### config.mk
export PLATFORM = sky130hd
export DESIGN_NAME = bcc_clock
export DESIGN_NICKNAME = d
export VERILOG_FILES = /design/src/core/bcc_clock_fix_note.v /design/src/core/bcc_clock.v
export VERILOG_INCLUDE_DIRS = /design/src /design/src/inc
export SDC_FILE = /design/constraint.sdc
export NUM_CORES = 1
export LEC_CHECK = 0
export ABC_AREA = 1
export BUFFER_PORTS_ARGS = -buffer_cell sky130_fd_sc_hd__buf_2
export CORE_UTILIZATION = 26
export CTS_BUF_LIST = sky130_fd_sc_hd__clkbuf_8
export DETAILED_ROUTE_END_ITERATION = 10
export GPL_ROUTABILITY_DRIVEN = 0
export SLEW_MARGIN = 20
export SYNTH_ARGS = -nofsm -noshare
export SYNTH_HDL_FRONTEND = slang
export SYNTH_SLANG_ARGS = --single-unit
export TNS_END_PERCENT = 20
### constraint.sdc
create_clock -name ref_clk -period 8.8 [get_ports ref_clk]
set_input_delay 2.2 -clock ref_clk [delete_from_list [all_inputs] [get_ports ref_clk]]
set_output_delay 2.2 -clock ref_clk [all_outputs]
set_load 0.03 [all_outputs]
### src/inc/bcc_consts.vh
// Purpose: constants of the bcd calendar clock: offsets, fields, resets, limits
// Assumes: included by core/bcc_clock.v and by the bench monitor and testbench
// Notes:   all offsets are byte addresses on the plain register port
`ifndef BCC_CONSTS_VH
`define BCC_CONSTS_VH

// register byte offsets
`define BCC_OFS_CTRL     8'h00
`define BCC_OFS_MODE     8'h04
`define BCC_OFS_TIME     8'h08
`define BCC_OFS_CAL      8'h0c
`define BCC_OFS_TIMALM   8'h10
`define BCC_OFS_CALALM   8'h14
`define BCC_OFS_STAT     8'h18
`define BCC_OFS_STCLR    8'h1c
`define BCC_OFS_IEN      8'h20
`define BCC_OFS_IDIS     8'h24
`define BCC_OFS_IMASK    8'h28
`define BCC_OFS_VALID    8'h2c

// status bit positions (also interrupt enable and mask positions)
`define BCC_ST_ACK       0
`define BCC_ST_ALARM     1
`define BCC_ST_SEC       2
`define BCC_ST_TIMEV     3
`define BCC_ST_CALEV     4
`define BCC_ST_W         5

// validity bit positions
`define BCC_NV_TIME      0
`define BCC_NV_CAL       1
`define BCC_NV_TIMALM    2
`define BCC_NV_CALALM    3

// control fields
`define BCC_CR_UPDTIME   0
`define BCC_CR_CALENDAR_UPDATE_REQUEST    1
`define BCC_CR_TEVLO     8
`define BCC_CR_CEVLO     16

// time and alarm layout
`define BCC_F_SEC        6:0
`define BCC_F_MIN        14:8
`define BCC_F_HOUR       21:16
`define BCC_B_PM         22
`define BCC_B_SECEN      7
`define BCC_B_MINEN      15
`define BCC_B_HOUREN     23
// calendar and calendar alarm layout
`define BCC_F_CENT       6:0
`define BCC_F_YEAR       15:8
`define BCC_F_MONTH      20:16
`define BCC_F_DAY        23:21
`define BCC_F_DATE       29:24
`define BCC_B_MONEN      23
`define BCC_B_DATEEN     31

// reset values: thursday 1 january 1998, 00:00:00
`define BCC_RST_CENT     7'h19
`define BCC_RST_YEAR     8'h98
`define BCC_RST_MONTH    5'h01
`define BCC_RST_DATE     6'h01
`define BCC_RST_DAY      3'h4
`define BCC_RST_CALALM   32'h01010000

// bcd limits
`define BCC_MAX_SEC      8'h59
`define BCC_MAX_H24      8'h23
`define BCC_MAX_H12      8'h12
`define BCC_MAX_MONTH    8'h12
`define BCC_MAX_DAY      3'h7
`define BCC_CENT_LO      7'h19
`define BCC_CENT_HI      7'h20
`define BCC_MAX_YEAR     8'h99
`define BCC_MAX_DIGIT    4'h9

// slow reference rate in hz
`define BCC_SLOW_HZ      32768

`endif

### src/core/bcc_clock_fix_note.v
`timescale 1ns/100ps
`default_nettype none
`default_nettype wire

### src/core/bcc_clock.v
// Purpose: bcd time-of-day clock, 1900-2099 calendar, field-masked alarm
// Assumes: ref_clk 100 MHz; slow_reference_clock 32768 Hz arrives as a pin
// Notes:   time is held in 24-hour form; 12-hour writes are converted on entry
//
// What this block does
// - keep century, year, month, date, weekday, hours, minutes, seconds in packed bcd
// - calendar spans 1900 to 2099; century steps 19 to 20 at year 2000
// - february has 29 days whenever two-digit year divides by 4
// - reset loads thursday 1 january 1998 with time at zero
// - hours are entered in 24-hour form or 12-hour form with am/pm, per mode bit
// - clock runs continuously from the 32768 hz slow reference, never gated
// - seconds step once a second; each higher counter steps on lower rollover
// - alarm compares five fields each with enable; full match sets flag and interrupt
// - seconds-only alarm fires once each minute at the matching second
// - rejected time, calendar or alarm writes leave target unchanged, set validity flag
// - validity flags clear only on a later acceptable write to that register
// - reject century other than 19 or 20 and year not valid bcd
// - reject date outside 01-31 or month, month outside 01-12, weekday outside 1-7
// - 24-hour: reject hours over 23 or pm set; 12-hour: reject outside 01-12
// - reject minutes or seconds not bcd or above 59
// - 12-hour range uses pm at bit 22; readback shows equivalent 24-hour value
// - update request bits stop their counters while set
// - device sets update acknowledge; software writes only after seeing it
// - during a calendar-only update the time counters keep running
// - time request halts second, minute, hour; calendar request halts day through century
//
// The implementer's own choices: the address map and the plain strobed port.
`timescale 1ns/100ps
`default_nettype none
`include "bcc_consts.vh"

module bcc_clock #(
  parameter SLOW_HZ = `BCC_SLOW_HZ
) (
  input  wire        ref_clk,
  input  wire        rst,
  input  wire        slow_reference_clock,
  input  wire [7:0]  bus_addr,
  input  wire [31:0] bus_wdata,
  input  wire        bus_wr,
  input  wire        bus_rd,
  output reg  [31:0] bus_rdata,
  output wire        irq
);

  ////////////////////////////////////////////////////////////////////////////
  // bcd helpers

  function bcd_ok;
    input [7:0] v;
    begin
      bcd_ok = (v[3:0] <= `BCC_MAX_DIGIT) && (v[7:4] <= `BCC_MAX_DIGIT);
    end
  endfunction

  function [7:0] bcd_inc;
    input [7:0] v;
    begin
      if (v[3:0] == `BCC_MAX_DIGIT)
        bcd_inc = {v[7:4] + 4'h1, 4'h0};
      else
        bcd_inc = {v[7:4], v[3:0] + 4'h1};
    end
  endfunction

  // last date of a month, bcd; leap when (10*t + u) mod 4 == 0
  function [7:0] last_date;
    input [4:0] mon;
    input [7:0] yr;
    reg   [1:0] m4;
    begin
      m4 = {yr[4], 1'b0} + yr[1:0];
      if (mon == 5'h02)
        last_date = (m4 == 2'b00) ? 8'h29 : 8'h28;
      else if (mon == 5'h04 || mon == 5'h06 || mon == 5'h09 || mon == 5'h11)
        last_date = 8'h30;
      else
        last_date = 8'h31;
    end
  endfunction

  // 12-hour entry to 24-hour bcd; 12 am is 00, 12 pm is 12
  function [5:0] to_h24;
    input [5:0] h;
    input       pm;
    input       mode12;
    reg   [4:0] b;
    reg   [4:0] t;
    reg   [4:0] u;
    begin
      b = h[5:4] * 5'd10 + {1'b0, h[3:0]};
      if (b == 5'd12)
        b = 5'd0;
      if (pm)
        b = b + 5'd12;
      t = b / 5'd10;
      u = b - t * 5'd10;
      if (mode12)
        to_h24 = {t[1:0], u[3:0]};
      else
        to_h24 = h;
    end
  endfunction

  // hour entry check by format
  function hour_ok;
    input [5:0] h;
    input       pm;
    input       mode12;
    begin
      if (mode12)
        hour_ok = bcd_ok({2'b00, h}) && h != 6'h00 && {2'b00, h} <= `BCC_MAX_H12;
      else
        hour_ok = bcd_ok({2'b00, h}) && {2'b00, h} <= `BCC_MAX_H24 && !pm;
    end
  endfunction

  ////////////////////////////////////////////////////////////////////////////
  // slow reference: three stages, a change counts when stages two and three agree

  reg [2:0]  slow_sync_ff;
  reg        slow_lvl_ff;
  reg [15:0] pre_ff;
  reg        tick_ff;
  wire       slow_rise = (slow_sync_ff[1] == slow_sync_ff[2]) && slow_sync_ff[2] && !slow_lvl_ff;
  // prescaler end point, cut to the counter width on purpose
  localparam [31:0] PRE_LAST_W = SLOW_HZ - 1;
  localparam [15:0] PRE_LAST   = PRE_LAST_W[15:0];

  // free running divider; no mode or power bit gates it
  always @(posedge ref_clk or posedge rst) begin
    if (rst) begin
      slow_sync_ff <= 3'h0;
      slow_lvl_ff  <= 1'b0;
      pre_ff       <= 16'h0;
      tick_ff      <= 1'b0;
    end else begin
      slow_sync_ff <= {slow_sync_ff[1:0], slow_reference_clock};
      if (slow_sync_ff[1] == slow_sync_ff[2])
        slow_lvl_ff <= slow_sync_ff[2];
      tick_ff <= 1'b0;
      if (slow_rise) begin
        if (pre_ff == PRE_LAST) begin
          pre_ff  <= 16'h0;
          tick_ff <= 1'b1;
        end else begin
          pre_ff <= pre_ff + 16'h1;
        end
      end
    end
  end

  ////////////////////////////////////////////////////////////////////////////
  // registers and counters

  reg [1:0]  upd_ff;
  reg [1:0]  tev_sel_ff;
  reg [1:0]  cev_sel_ff;
  reg        mode12_ff;
  reg [6:0]  sec_ff, min_ff, cent_ff;
  reg [5:0]  hour_ff, date_ff;
  reg [4:0]  mon_ff;
  reg [7:0]  year_ff;
  reg [2:0]  day_ff;
  reg [23:0] talm_ff;
  reg [31:0] calm_ff;
  reg [4:0]  stat_ff, imask_ff;
  reg [3:0]  nv_ff;
  reg        match_d_ff;

  wire upd_time = upd_ff[`BCC_CR_UPDTIME];
  wire upd_cal  = upd_ff[`BCC_CR_CALENDAR_UPDATE_REQUEST];
  wire wr_ctrl  = bus_wr && bus_addr == `BCC_OFS_CTRL;
  wire wr_time  = bus_wr && bus_addr == `BCC_OFS_TIME && upd_time;
  wire wr_cal   = bus_wr && bus_addr == `BCC_OFS_CAL && upd_cal;
  wire wr_talm  = bus_wr && bus_addr == `BCC_OFS_TIMALM;
  wire wr_calm  = bus_wr && bus_addr == `BCC_OFS_CALALM;

  // entry checks on the written word
  wire [5:0] w_hour  = bus_wdata[`BCC_F_HOUR];
  wire       w_pm    = bus_wdata[`BCC_B_PM];
  wire [4:0] w_mon   = bus_wdata[`BCC_F_MONTH];
  wire [5:0] w_date  = bus_wdata[`BCC_F_DATE];
  wire [7:0] w_year  = bus_wdata[`BCC_F_YEAR];
  wire ms_ok  = bcd_ok({1'b0, bus_wdata[`BCC_F_SEC]}) &&
                {1'b0, bus_wdata[`BCC_F_SEC]} <= `BCC_MAX_SEC &&
                bcd_ok({1'b0, bus_wdata[`BCC_F_MIN]}) &&
                {1'b0, bus_wdata[`BCC_F_MIN]} <= `BCC_MAX_SEC;
  wire time_ok = ms_ok && hour_ok(w_hour, w_pm, mode12_ff);
  wire mon_ok = bcd_ok({3'b000, w_mon}) && w_mon != 5'h00 &&
                {3'b000, w_mon} <= `BCC_MAX_MONTH;
  wire date_ok = bcd_ok({2'b00, w_date}) && w_date != 6'h00 &&
                 {2'b00, w_date} <= last_date(w_mon, w_year);
  wire cal_ok = (bus_wdata[`BCC_F_CENT] == `BCC_CENT_LO ||
                 bus_wdata[`BCC_F_CENT] == `BCC_CENT_HI) &&
                bcd_ok(w_year) && mon_ok && date_ok &&
                bus_wdata[`BCC_F_DAY] != 3'h0;
  // alarm date is checked against the current year
  wire calm_ok = mon_ok && bcd_ok({2'b00, w_date}) && w_date != 6'h00 &&
                 {2'b00, w_date} <= last_date(w_mon, year_ff);

  // rollover chain, halted per request
  wire run_time  = tick_ff && !upd_time;
  wire sec_wrap  = {1'b0, sec_ff} == `BCC_MAX_SEC;
  wire min_wrap  = {1'b0, min_ff} == `BCC_MAX_SEC;
  wire hour_wrap = {2'b00, hour_ff} == `BCC_MAX_H24;
  wire min_step  = run_time && sec_wrap;
  wire hour_step = min_step && min_wrap;
  wire day_step  = hour_step && hour_wrap;
  wire cal_step  = day_step && !upd_cal;
  wire date_wrap = {2'b00, date_ff} == last_date(mon_ff, year_ff);
  wire mon_wrap  = {3'b000, mon_ff} == `BCC_MAX_MONTH;
  wire year_wrap = year_ff == `BCC_MAX_YEAR;
  wire [7:0] sec_n  = bcd_inc({1'b0, sec_ff});
  wire [7:0] min_n  = bcd_inc({1'b0, min_ff});
  wire [7:0] hour_n = bcd_inc({2'b00, hour_ff});
  wire [7:0] date_n = bcd_inc({2'b00, date_ff});
  wire [7:0] mon_n  = bcd_inc({3'b000, mon_ff});
  wire [7:0] year_n = bcd_inc(year_ff);

  // time counters: bus load only under a time request
  always @(posedge ref_clk or posedge rst) begin
    if (rst) begin
      sec_ff  <= 7'h00;
      min_ff  <= 7'h00;
      hour_ff <= 6'h00;
    end else if (wr_time) begin
      if (time_ok) begin
        sec_ff  <= bus_wdata[`BCC_F_SEC];
        min_ff  <= bus_wdata[`BCC_F_MIN];
        hour_ff <= to_h24(w_hour, w_pm, mode12_ff);
      end
    end else if (run_time) begin
      sec_ff <= sec_wrap ? 7'h00 : sec_n[6:0];
      if (min_step)
        min_ff <= min_wrap ? 7'h00 : min_n[6:0];
      if (hour_step)
        hour_ff <= hour_wrap ? 6'h00 : hour_n[5:0];
    end
  end

  // calendar counters
  always @(posedge ref_clk or posedge rst) begin
    if (rst) begin
      cent_ff <= `BCC_RST_CENT;
      year_ff <= `BCC_RST_YEAR;
      mon_ff  <= `BCC_RST_MONTH;
      date_ff <= `BCC_RST_DATE;
      day_ff  <= `BCC_RST_DAY;
    end else if (wr_cal) begin
      if (cal_ok) begin
        cent_ff <= bus_wdata[`BCC_F_CENT];
        year_ff <= w_year;
        mon_ff  <= w_mon;
        date_ff <= w_date;
        day_ff  <= bus_wdata[`BCC_F_DAY];
      end
    end else if (cal_step) begin
      day_ff <= (day_ff == `BCC_MAX_DAY) ? 3'h1 : day_ff + 3'h1;
      date_ff <= date_wrap ? `BCC_RST_DATE : date_n[5:0];
      if (date_wrap) begin
        mon_ff <= mon_wrap ? `BCC_RST_MONTH : mon_n[4:0];
        if (mon_wrap) begin
          year_ff <= year_wrap ? 8'h00 : year_n;
          if (year_wrap)
            cent_ff <= `BCC_CENT_HI;
        end
      end
    end
  end

  // alarm compare, raised on the first cycle of a full match
  wire any_en = talm_ff[`BCC_B_SECEN] | talm_ff[`BCC_B_MINEN] | talm_ff[`BCC_B_HOUREN] |
                calm_ff[`BCC_B_MONEN] | calm_ff[`BCC_B_DATEEN];
  wire match = any_en &&
    (!talm_ff[`BCC_B_SECEN]  || talm_ff[`BCC_F_SEC]  == sec_ff) &&
    (!talm_ff[`BCC_B_MINEN]  || talm_ff[`BCC_F_MIN]  == min_ff) &&
    (!talm_ff[`BCC_B_HOUREN] || talm_ff[`BCC_F_HOUR] == hour_ff) &&
    (!calm_ff[`BCC_B_MONEN]  || calm_ff[`BCC_F_MONTH] == mon_ff) &&
    (!calm_ff[`BCC_B_DATEEN] || calm_ff[`BCC_F_DATE] == date_ff);
  wire alarm_ev = match && !match_d_ff;

  // periodic events picked by the control selects
  reg tev, cev;
  always @* begin
    case (tev_sel_ff)
      2'h0:    tev = min_step;
      2'h1:    tev = hour_step;
      2'h2:    tev = day_step;
      default: tev = hour_step && hour_ff == 6'h11;
    endcase
    case (cev_sel_ff)
      2'h0:    cev = cal_step && day_ff == `BCC_MAX_DAY;
      2'h1:    cev = cal_step && date_wrap;
      default: cev = cal_step && date_wrap && mon_wrap;
    endcase
  end

  // request rising edge acknowledges at once; set wins over clear
  wire req_rise = wr_ctrl && upd_ff == 2'b00 &&
                  (bus_wdata[`BCC_CR_UPDTIME] | bus_wdata[`BCC_CR_CALENDAR_UPDATE_REQUEST]);
  wire [4:0] st_set = {cev, tev, tick_ff, alarm_ev, req_rise};
  wire [4:0] st_clr = (bus_wr && bus_addr == `BCC_OFS_STCLR) ?
                      bus_wdata[`BCC_ST_W-1:0] : 5'h00;

  // control, mode, alarm, status, mask and validity state
  always @(posedge ref_clk or posedge rst) begin
    if (rst) begin
      upd_ff     <= 2'b00;
      tev_sel_ff <= 2'h0;
      cev_sel_ff <= 2'h0;
      mode12_ff  <= 1'b0;
      talm_ff    <= 24'h0;
      calm_ff    <= `BCC_RST_CALALM;
      stat_ff    <= 5'h00;
      imask_ff   <= 5'h00;
      nv_ff      <= 4'h0;
      match_d_ff <= 1'b0;
    end else begin
      match_d_ff <= match;
      if (wr_ctrl) begin
        upd_ff     <= bus_wdata[1:0];
        tev_sel_ff <= bus_wdata[`BCC_CR_TEVLO+1:`BCC_CR_TEVLO];
        cev_sel_ff <= bus_wdata[`BCC_CR_CEVLO+1:`BCC_CR_CEVLO];
      end
      if (bus_wr && bus_addr == `BCC_OFS_MODE)
        mode12_ff <= bus_wdata[0];
      stat_ff <= (stat_ff & ~st_clr) | st_set;
      if (bus_wr && bus_addr == `BCC_OFS_IEN)
        imask_ff <= imask_ff | bus_wdata[`BCC_ST_W-1:0];
      if (bus_wr && bus_addr == `BCC_OFS_IDIS)
        imask_ff <= imask_ff & ~bus_wdata[`BCC_ST_W-1:0];
      // flags follow the last write only; software has no clear
      if (wr_time)
        nv_ff[`BCC_NV_TIME] <= !time_ok;
      if (wr_cal)
        nv_ff[`BCC_NV_CAL] <= !cal_ok;
      if (wr_talm) begin
        nv_ff[`BCC_NV_TIMALM] <= !time_ok;
        if (time_ok)
          talm_ff <= {bus_wdata[`BCC_B_HOUREN], 1'b0,
                      to_h24(w_hour, w_pm, mode12_ff), bus_wdata[15:0]};
      end
      if (wr_calm) begin
        nv_ff[`BCC_NV_CALALM] <= !calm_ok;
        if (calm_ok)
          calm_ff <= {bus_wdata[31:30], w_date, bus_wdata[23:21], w_mon, 16'h0000};
      end
    end
  end

  assign irq = |(stat_ff & imask_ff);

  ////////////////////////////////////////////////////////////////////////////
  // read port: data one cycle after the strobe, unmapped reads zero

  always @(posedge ref_clk or posedge rst) begin
    if (rst) begin
      bus_rdata <= 32'h0;
    end else if (bus_rd) begin
      case (bus_addr)
        `BCC_OFS_CTRL:   bus_rdata <= {14'h0, cev_sel_ff, 6'h0, tev_sel_ff, 6'h0, upd_ff};
        `BCC_OFS_MODE:   bus_rdata <= {31'h0, mode12_ff};
        `BCC_OFS_TIME:   bus_rdata <= {10'h0, hour_ff, 1'b0, min_ff, 1'b0, sec_ff};
        `BCC_OFS_CAL:    bus_rdata <= {2'h0, date_ff, day_ff, mon_ff, year_ff, 1'b0, cent_ff};
        `BCC_OFS_TIMALM: bus_rdata <= {8'h0, talm_ff};
        `BCC_OFS_CALALM: bus_rdata <= calm_ff;
        `BCC_OFS_STAT:   bus_rdata <= {27'h0, stat_ff};
        `BCC_OFS_IMASK:  bus_rdata <= {27'h0, imask_ff};
        `BCC_OFS_VALID:  bus_rdata <= {28'h0, nv_ff};
        default:         bus_rdata <= 32'h0;
      endcase
    end
  end

endmodule
`default_nettype wire

==> impl_metrics.py, run 1 <==
metrics = {
    "outcome": {
        "status": "complete, no violations",
    },
    "sta": {
        "layout_min_cycle_time_ns": 5.868,
        "finClkSkew_ns": 0.02316,
        "relSlewSlack_pct": 36.12,
        "fin_crit_sh_pct": 66.69,
        "max_freq_ghz": 0.1704,
        "hold_viol_final": 0,
        "tns_ns": 0,
        "rsz0062_at_grt": "false",
        "worst_pin_slew_ns": 0.9582,
        "setup_viol": 0,
        "slew_viol_final": 0,
    },
    "clocking": {
        "cts_hold_buf": 0,
        "cts_made_buffers": 17,
        "htreeDepth": 4,
        "cts_root_buf": "clkbuf_8",
        "post_cts_buffers": 0,
        "cts.sinks": 163,
        "cts_buffer_depth": 2,
        "cts_tree": "done",
        "post_cts_resized": 0,
        "path_clk_slew_ns": 0.10,
        "clock_latency_ns": 0.49,
    },
    "floorplanning": {
        "die_area_mm2": 0.03800,
        "dieHeight_um": 194.9,
        "fp.dieW_um": 194.9,
        "row_count": 70,
        "io_pins": 78,
        "start_util_pct": 26.44,
        "coreArea_mm2": 0.03661,
    },
    "cells_and_area": {
        "final_cell_mix": "nand2_1 (302), inv_1 (188), dfrtp_1 (152), o21ai_0 (145)",
        "diodes": 0,
        "fin_nets": 1418,
        "nFillCells": 3975,
        "drive_above_1_share_pct": 11.99,
        "syn2layout_area_growth_pct": 13.85,
        "final_common_cell": "nand2_1",
        "postLayoutCoreUtil_pct": 30.10,
    },
    "routing": {
        "drc": 0,
        "viasPerCell": 5.020,
        "drt_iter0_drc": 869,
        "met2_length_um": 14000,
        "wirelength_um": 30760,
        "ant_nets": 0,
        "routed.top_layer": "met4",
        "met3_length_um": 2275,
        "m1WireLength_um": 13850,
        "vias": 9132,
        "dr.pass1.iters": 6,
        "wl_per_cell_um": 16.91,
    },
    "synthesis": {
        "synth_top_area_cell": "dfrtp_1",
        "synth_nets": 1344,
        "yosysSeqAreaShare_pct": 42.29,
        "syn_area_per_cell_um2": 7.657,
        "postSynthCellCount": 1264,
        "syn_area_mm2": 0.009678,
        "synth-edff-count": 0,
        "yosys-top-cells-area": "dfrtp_1 (39%), nand2_1 (12%), o21ai_0 (7.5%)",
        "synth_top_area_share_pct": 39.30,
        "postSynth.asyncResetShare_pct": 100.0,
        "synth-seq-cells": 163,
        "yosysWarnings": 0,
        "synth_cell_type_count": 61,
        "synthFlopType": "dfrtp_1",
    },
    "power_and_ir_drop": {
        "p_clk_share_pct": 39.4,
        "p_per_area_mw_per_mm2": 143.4,
        "swShare_pct": 27.90,
        "pwr-share-seq_pct": 49.8,
        "combPwrFrac_pct": 10.8,
        "power_switching_mw": 0.4410,
        "power_leakage_nw": 5.299,
        "peakVddDrop_mv": 0.09167,
        "p_int_mw": 1.139,
    },
    "placement": {
        "hpwl_um": 22990,
        "port_buffers": 77,
    },
    "grt": {
        "grt_usage_pct": 16.49,
        "grt_first_pass_wirelength_um": 48960,
        "grt_max_degree": 91,
        "grt_overflow": 0,
        "grt_pass1_vias": 8792,
        "antenna_found_initial": 0,
    },
    "worst_hold_path": {
        "min_from": "slow_sync_ff[0]",
        "hold_class": "reg -> reg",
    },
    "worst_setup_path": {
        "max_stage_delay_ns": 0.40,
        "r2r-start": "year_ff[4]",
        "worstPathMaxFanout": 7,
        "crit_top_cell": "nand2_1",
        "path_class": "in -> reg",
        "critPathLaunchType": "input port",
        "crit_start": "bus_wdata[17]",
        "critPathArrivalTime_ns": 6.27,
        "crit_required_ns": 9.21,
        "setup.worst_path.end_class": "flip-flop",
        "crit_slowest_cell": "fa_1",
    },
    "flow_run": {
        "cap_violations": 0,
    },
}
## metal layers
layer,global-route usage (%),vias to the layer above
met1,22.28,4391
met4,5.074,0
met2,26.18,352
met3,3.609,43
li1,-,4346
met5,0,-
## cell type report
cell class / count / area (um^2) / share of cell area (%)
tap: 468 / 585.6 / 5.315
timing repair buffer: 82 / 422.9 / 3.838
multi-input combinational: 877 / 4737 / 42.99
clock inverter: 14 / 185.2 / 1.681
clock buffer: 18 / 247.7 / 2.248
sequential: 163 / 4093 / 37.15
inverter: 197 / 747.0 / 6.779
## cells in the mapped netlist (4+ instances only)
cell / instances
nor3_1: 23
nand2_2: 5
o21a_1: 5
o22ai_1: 38
o21ai_0: 145
nor3_2: 4
nand4_1: 16
a221oi_1: 16
o32ai_1: 5
clkbuf_1: 23
xor2_1: 21
xnor2_1: 13
a31oi_1: 6
o31ai_1: 4
nor2_1: 78
o211ai_1: 8
nor2_2: 4
nand3_1: 56
dfrtp_1: 152
dfstp_2: 11
o21ai_1: 8
nand2_1: 302
inv_2: 8
inv_1: 187
a21oi_1: 38
ha_1: 33
nor4_1: 7
## worst max-delay path: cells and delay by family
kind	cells	cell delay, ns
buffers and inverters	5	0.42
XOR/XNOR	1	0.15
AO/OA/AOI/OAI	2	0.30
AND/OR/NAND/NOR	14	1.34
adder cells (fa/ha/maj)	7	1.86
## stage by stage
| stage | power (mW) | hold WS [ns] | std cells | cell area, um^2 | setup WS [ns] |
|---|---|---|---|---|---|
| finish | 1.580 | 0.3630 | 1819 | 11020 | 2.932 |
| global route | 1.649 | 0.3699 | 1819 | 11020 | 2.508 |
| CTS | 1.596 | 0.3645 | 1819 | 11020 | 2.930 |
| detailed placement | 0.9730 | 0.3420 | 1787 | 10590 | 2.426 |
| global placement | 0.9648 | 0.3371 | 1787 | 10590 | 2.621 |
| floorplan | 0.9077 | 0.3312 | 1264 | 9678 | 2.213 |
## sequential cells by signal (all words and copies together), names as in the netlist, 5 cells and up, named ones only
| signal | flops |
|---|---|
| year_ff | 8 |
| bus_rdata | 32 |
| sec_ff | 7 |
| calm_ff | 16 |
| stat_ff | 5 |
| date_ff | 6 |
| mon_ff | 5 |
| hour_ff | 6 |
| min_ff | 7 |
| cent_ff | 7 |
| talm_ff | 23 |
| pre_ff | 16 |
## cells by family after synthesis
| kind of cell | count (synthesis) | synth area share (%) |
|---|---|---|
| compound gates | 297 | 18.10 |
| mux | 4 | 0.4396 |
| buf+inv | 224 | 8.791 |
| flops | 163 | 42.29 |
| fa+ha+maj | 35 | 4.680 |
| simple gates | 507 | 22.62 |
| xor+xnor | 34 | 3.077 |
## path summary, 6_finish.rpt
path | slack [ns] | depth (start not counted) | to
min in group asynchronous | 1.87 | 2 | slow_lvl_ff
setup / recovery | 2.93 | 29 | hour_ff[3]
max in group asynchronous | 5.36 | 3 | bus_rdata[14]
hold reg to reg | 0.36 | 0 | slow_sync_ff[1]
setup reg to reg | 5.69 | 14 | calm_ff[30]
hold / removal | 0.36 | 0 | slow_sync_ff[1]
## power groups by stage
stage	sequential, mW	combinational [mW]	clock, mW
3_3_place_gp	0.801	0.164	0
6_report	0.787	0.171	0.623
4_1_cts	0.787	0.172	0.637
3_5_place_dp	0.802	0.171	0
5_1_grt	0.790	0.196	0.664
2_1_floorplan	0.797	0.110	0
Note: power is estimated with default switching activity, not from simulation.
==> inputs of run 2 (changes only) <==
==> constraint.sdc (replaced) <==
create_clock -name ref_clk -period 5.85 [get_ports ref_clk]
set_input_delay 1.4625 -clock ref_clk [delete_from_list [all_inputs] [get_ports ref_clk]]
set_output_delay 1.4625 -clock ref_clk [all_outputs]
set_load 0.03 [all_outputs]
==> run 2 against run 1 <==
- worst hold slack worse by 0.0087 ns
- flip-flop and latch count stayed put
- clock power rose by 47%
- non-clock buffer count increased by 5
- critical path depth is the same
- routed wire length down 0.41%
- cell count grew 0.27%
- sequential share of layout area decreased by 0.14 points
- clock skew is 0.0014 ns lower
- combinational power rose by 50%
- highest routed layer is now met5
==> impl_metrics.py, run 2 (same netlist as run 1, synthesis figures left out) <==
metrics = {
    "clocking": {
        "htreeDepth": 4,
        "post_cts_buffers": 0,
        "path_clk_slew_ns": 0.09,
        "cts_buffer_depth": 2,
        "cts_made_buffers": 17,
        "cts_hold_buf": 0,
        "cts_tree": "done",
        "post_cts_resized": 0,
        "clock_latency_ns": 0.50,
        "cts_root_buf": "clkbuf_8",
        "cts.sinks": 163,
    },
    "grt": {
        "grt_overflow": 0,
        "grt_first_pass_wirelength_um": 49110,
        "grt_pass1_vias": 8765,
        "grt_usage_pct": 16.58,
        "grt_max_degree": 86,
        "antenna_found_initial": 1,
    },
    "routing": {
        "drc": 0,
        "vias": 9101,
        "dr.pass1.iters": 6,
        "drt_iter0_drc": 792,
        "ant_nets": 0,
        "wirelength_um": 30640,
        "viasPerCell": 4.990,
        "wl_per_cell_um": 16.80,
    },
    "cells_and_area": {
        "syn2layout_area_growth_pct": 14.27,
        "diodes": 0,
        "largest_register": "bus_rdata",
        "final_cell_mix": "nand2_1 (302), inv_1 (186), dfrtp_1 (152), o21ai_0 (145)",
        "postLayoutCoreUtil_pct": 30.21,
        "largest_reg_flops": 32,
        "drive_above_1_share_pct": 12.46,
        "finalNonFillerCells": 1824,
        "final_common_cell": "nand2_1",
        "largest_registers": "bus_rdata: 32 flops, talm_ff: 23 flops",
        "fin_nets": 1423,
    },
    "placement": {
        "dp.cells": 1792,
        "pre_cts_ws_ns": 0.1770,
        "hpwl_um": 23150,
        "port_buffers": 77,
    },
    "worst_setup_path": {
        "crit_start": "bus_wdata[17]",
        "reg2reg_slack_ns": 3.27,
        "crit_required_ns": 6.26,
        "worstPathMaxFanout": 7,
        "critPathArrivalTime_ns": 5.53,
        "r2r-start": "mode12_ff",
        "crit_slowest_cell": "fa_1",
        "r2r_cells": 8,
        "crit_top_cell": "nand2_1",
        "path_class": "in -> reg",
        "worstReg2RegEnd": "talm_ff[17]",
        "setup.worst_path.end_class": "flip-flop",
        "critPathLaunchType": "input port",
        "max_stage_delay_ns": 0.41,
    },
    "sta": {
        "hold_viol_final": 0,
        "rsz0062_at_grt": "false",
        "max_freq_ghz": 0.1952,
        "worst_pin_slew_ns": 0.8666,
        "finClkSkew_ns": 0.02175,
        "tns_ns": 0,
        "setup_viol": 0,
        "slew_viol_final": 0,
        "relSlewSlack_pct": 42.16,
        "fin_ws_ns": 0.7268,
        "layout_min_cycle_time_ns": 5.123,
        "fin_crit_sh_pct": 87.58,
    },
    "worst_hold_path": {
        "hold_end": "slow_sync_ff[1]",
        "min_from": "slow_sync_ff[0]",
        "hold_class": "reg -> reg",
        "min_path_cells": 0,
    },
    "floorplanning": {
        "dieHeight_um": 194.9,
        "row_count": 70,
        "coreArea_mm2": 0.03661,
        "io_pins": 78,
        "fp.dieW_um": 194.9,
        "die_area_mm2": 0.03800,
        "start_util_pct": 26.44,
    },
    "flow_run": {
        "cap_violations": 0,
    },
    "power_and_ir_drop": {
        "total_power_mw": 2.357,
        "power_leakage_nw": 5.314,
        "peakVddDrop_mv": 0.1161,
        "p_per_area_mw_per_mm2": 213.1,
    },
    "outcome": {
        "status": "complete, no violations",
    },
}
## run 2: worst max path at each step
stage / slack, ns / depth (start not counted) / to
6_report: 0.73 / 29 / hour_ff[3]
3_3_place_gp: 0.44 / 29 / hour_ff[3]
3_5_place_dp: 0.18 / 29 / hour_ff[3]
5_1_grt: 0.35 / 29 / hour_ff[3]
2_1_floorplan: 0.0007 / 1 / async pin
4_1_cts: 0.72 / 29 / hour_ff[3]
## run 2: through the flow
| stage | hold slack, ns | instance area, um^2 |
|---|---|---|
| after floorplan | 0.3312 | 9678 |
| after global placement | 0.3326 | 10640 |
| after detailed placement | 0.3364 | 10640 |
| after CTS | 0.3578 | 11060 |
| after global routing | 0.3760 | 11060 |
| final | 0.3543 | 11060 |
## run 2: where the power goes
group          leakage [nW]  switching (mW)  internal [mW]
Sequential             1.96          0.0255           1.16
Clock                 0.210           0.477          0.439
Combinational          3.14           0.177         0.0807
## run 2: final cells by class
class                      instances  area, um^2
clock inverter                    14       176.4
fill                            3967       25550
clock buffer                      18       247.7
inverter                         197       747.0
multi-input combinational        877        4737
tap                              468       585.6
sequential                       163        4093
timing repair buffer              87       473.0
## run 2: critical path, delay by kind of cell
| kind | cells | cell delay (ns) |
|---|---|---|
| AO/OA/AOI/OAI | 2 | 0.27 |
| AND/OR/NAND/NOR | 14 | 1.34 |
| buffers and inverters | 5 | 0.44 |
| adder cells (fa/ha/maj) | 7 | 1.88 |
| XOR/XNOR | 1 | 0.15 |
## run 2: metal layers
metal | wire (um) | track usage (%)
met1 | 14030 | 22.74
met2 | 14120 | 26.34
met3 | 1934 | 2.846
met4 | 545 | 5.453
met5 | 8 | 0
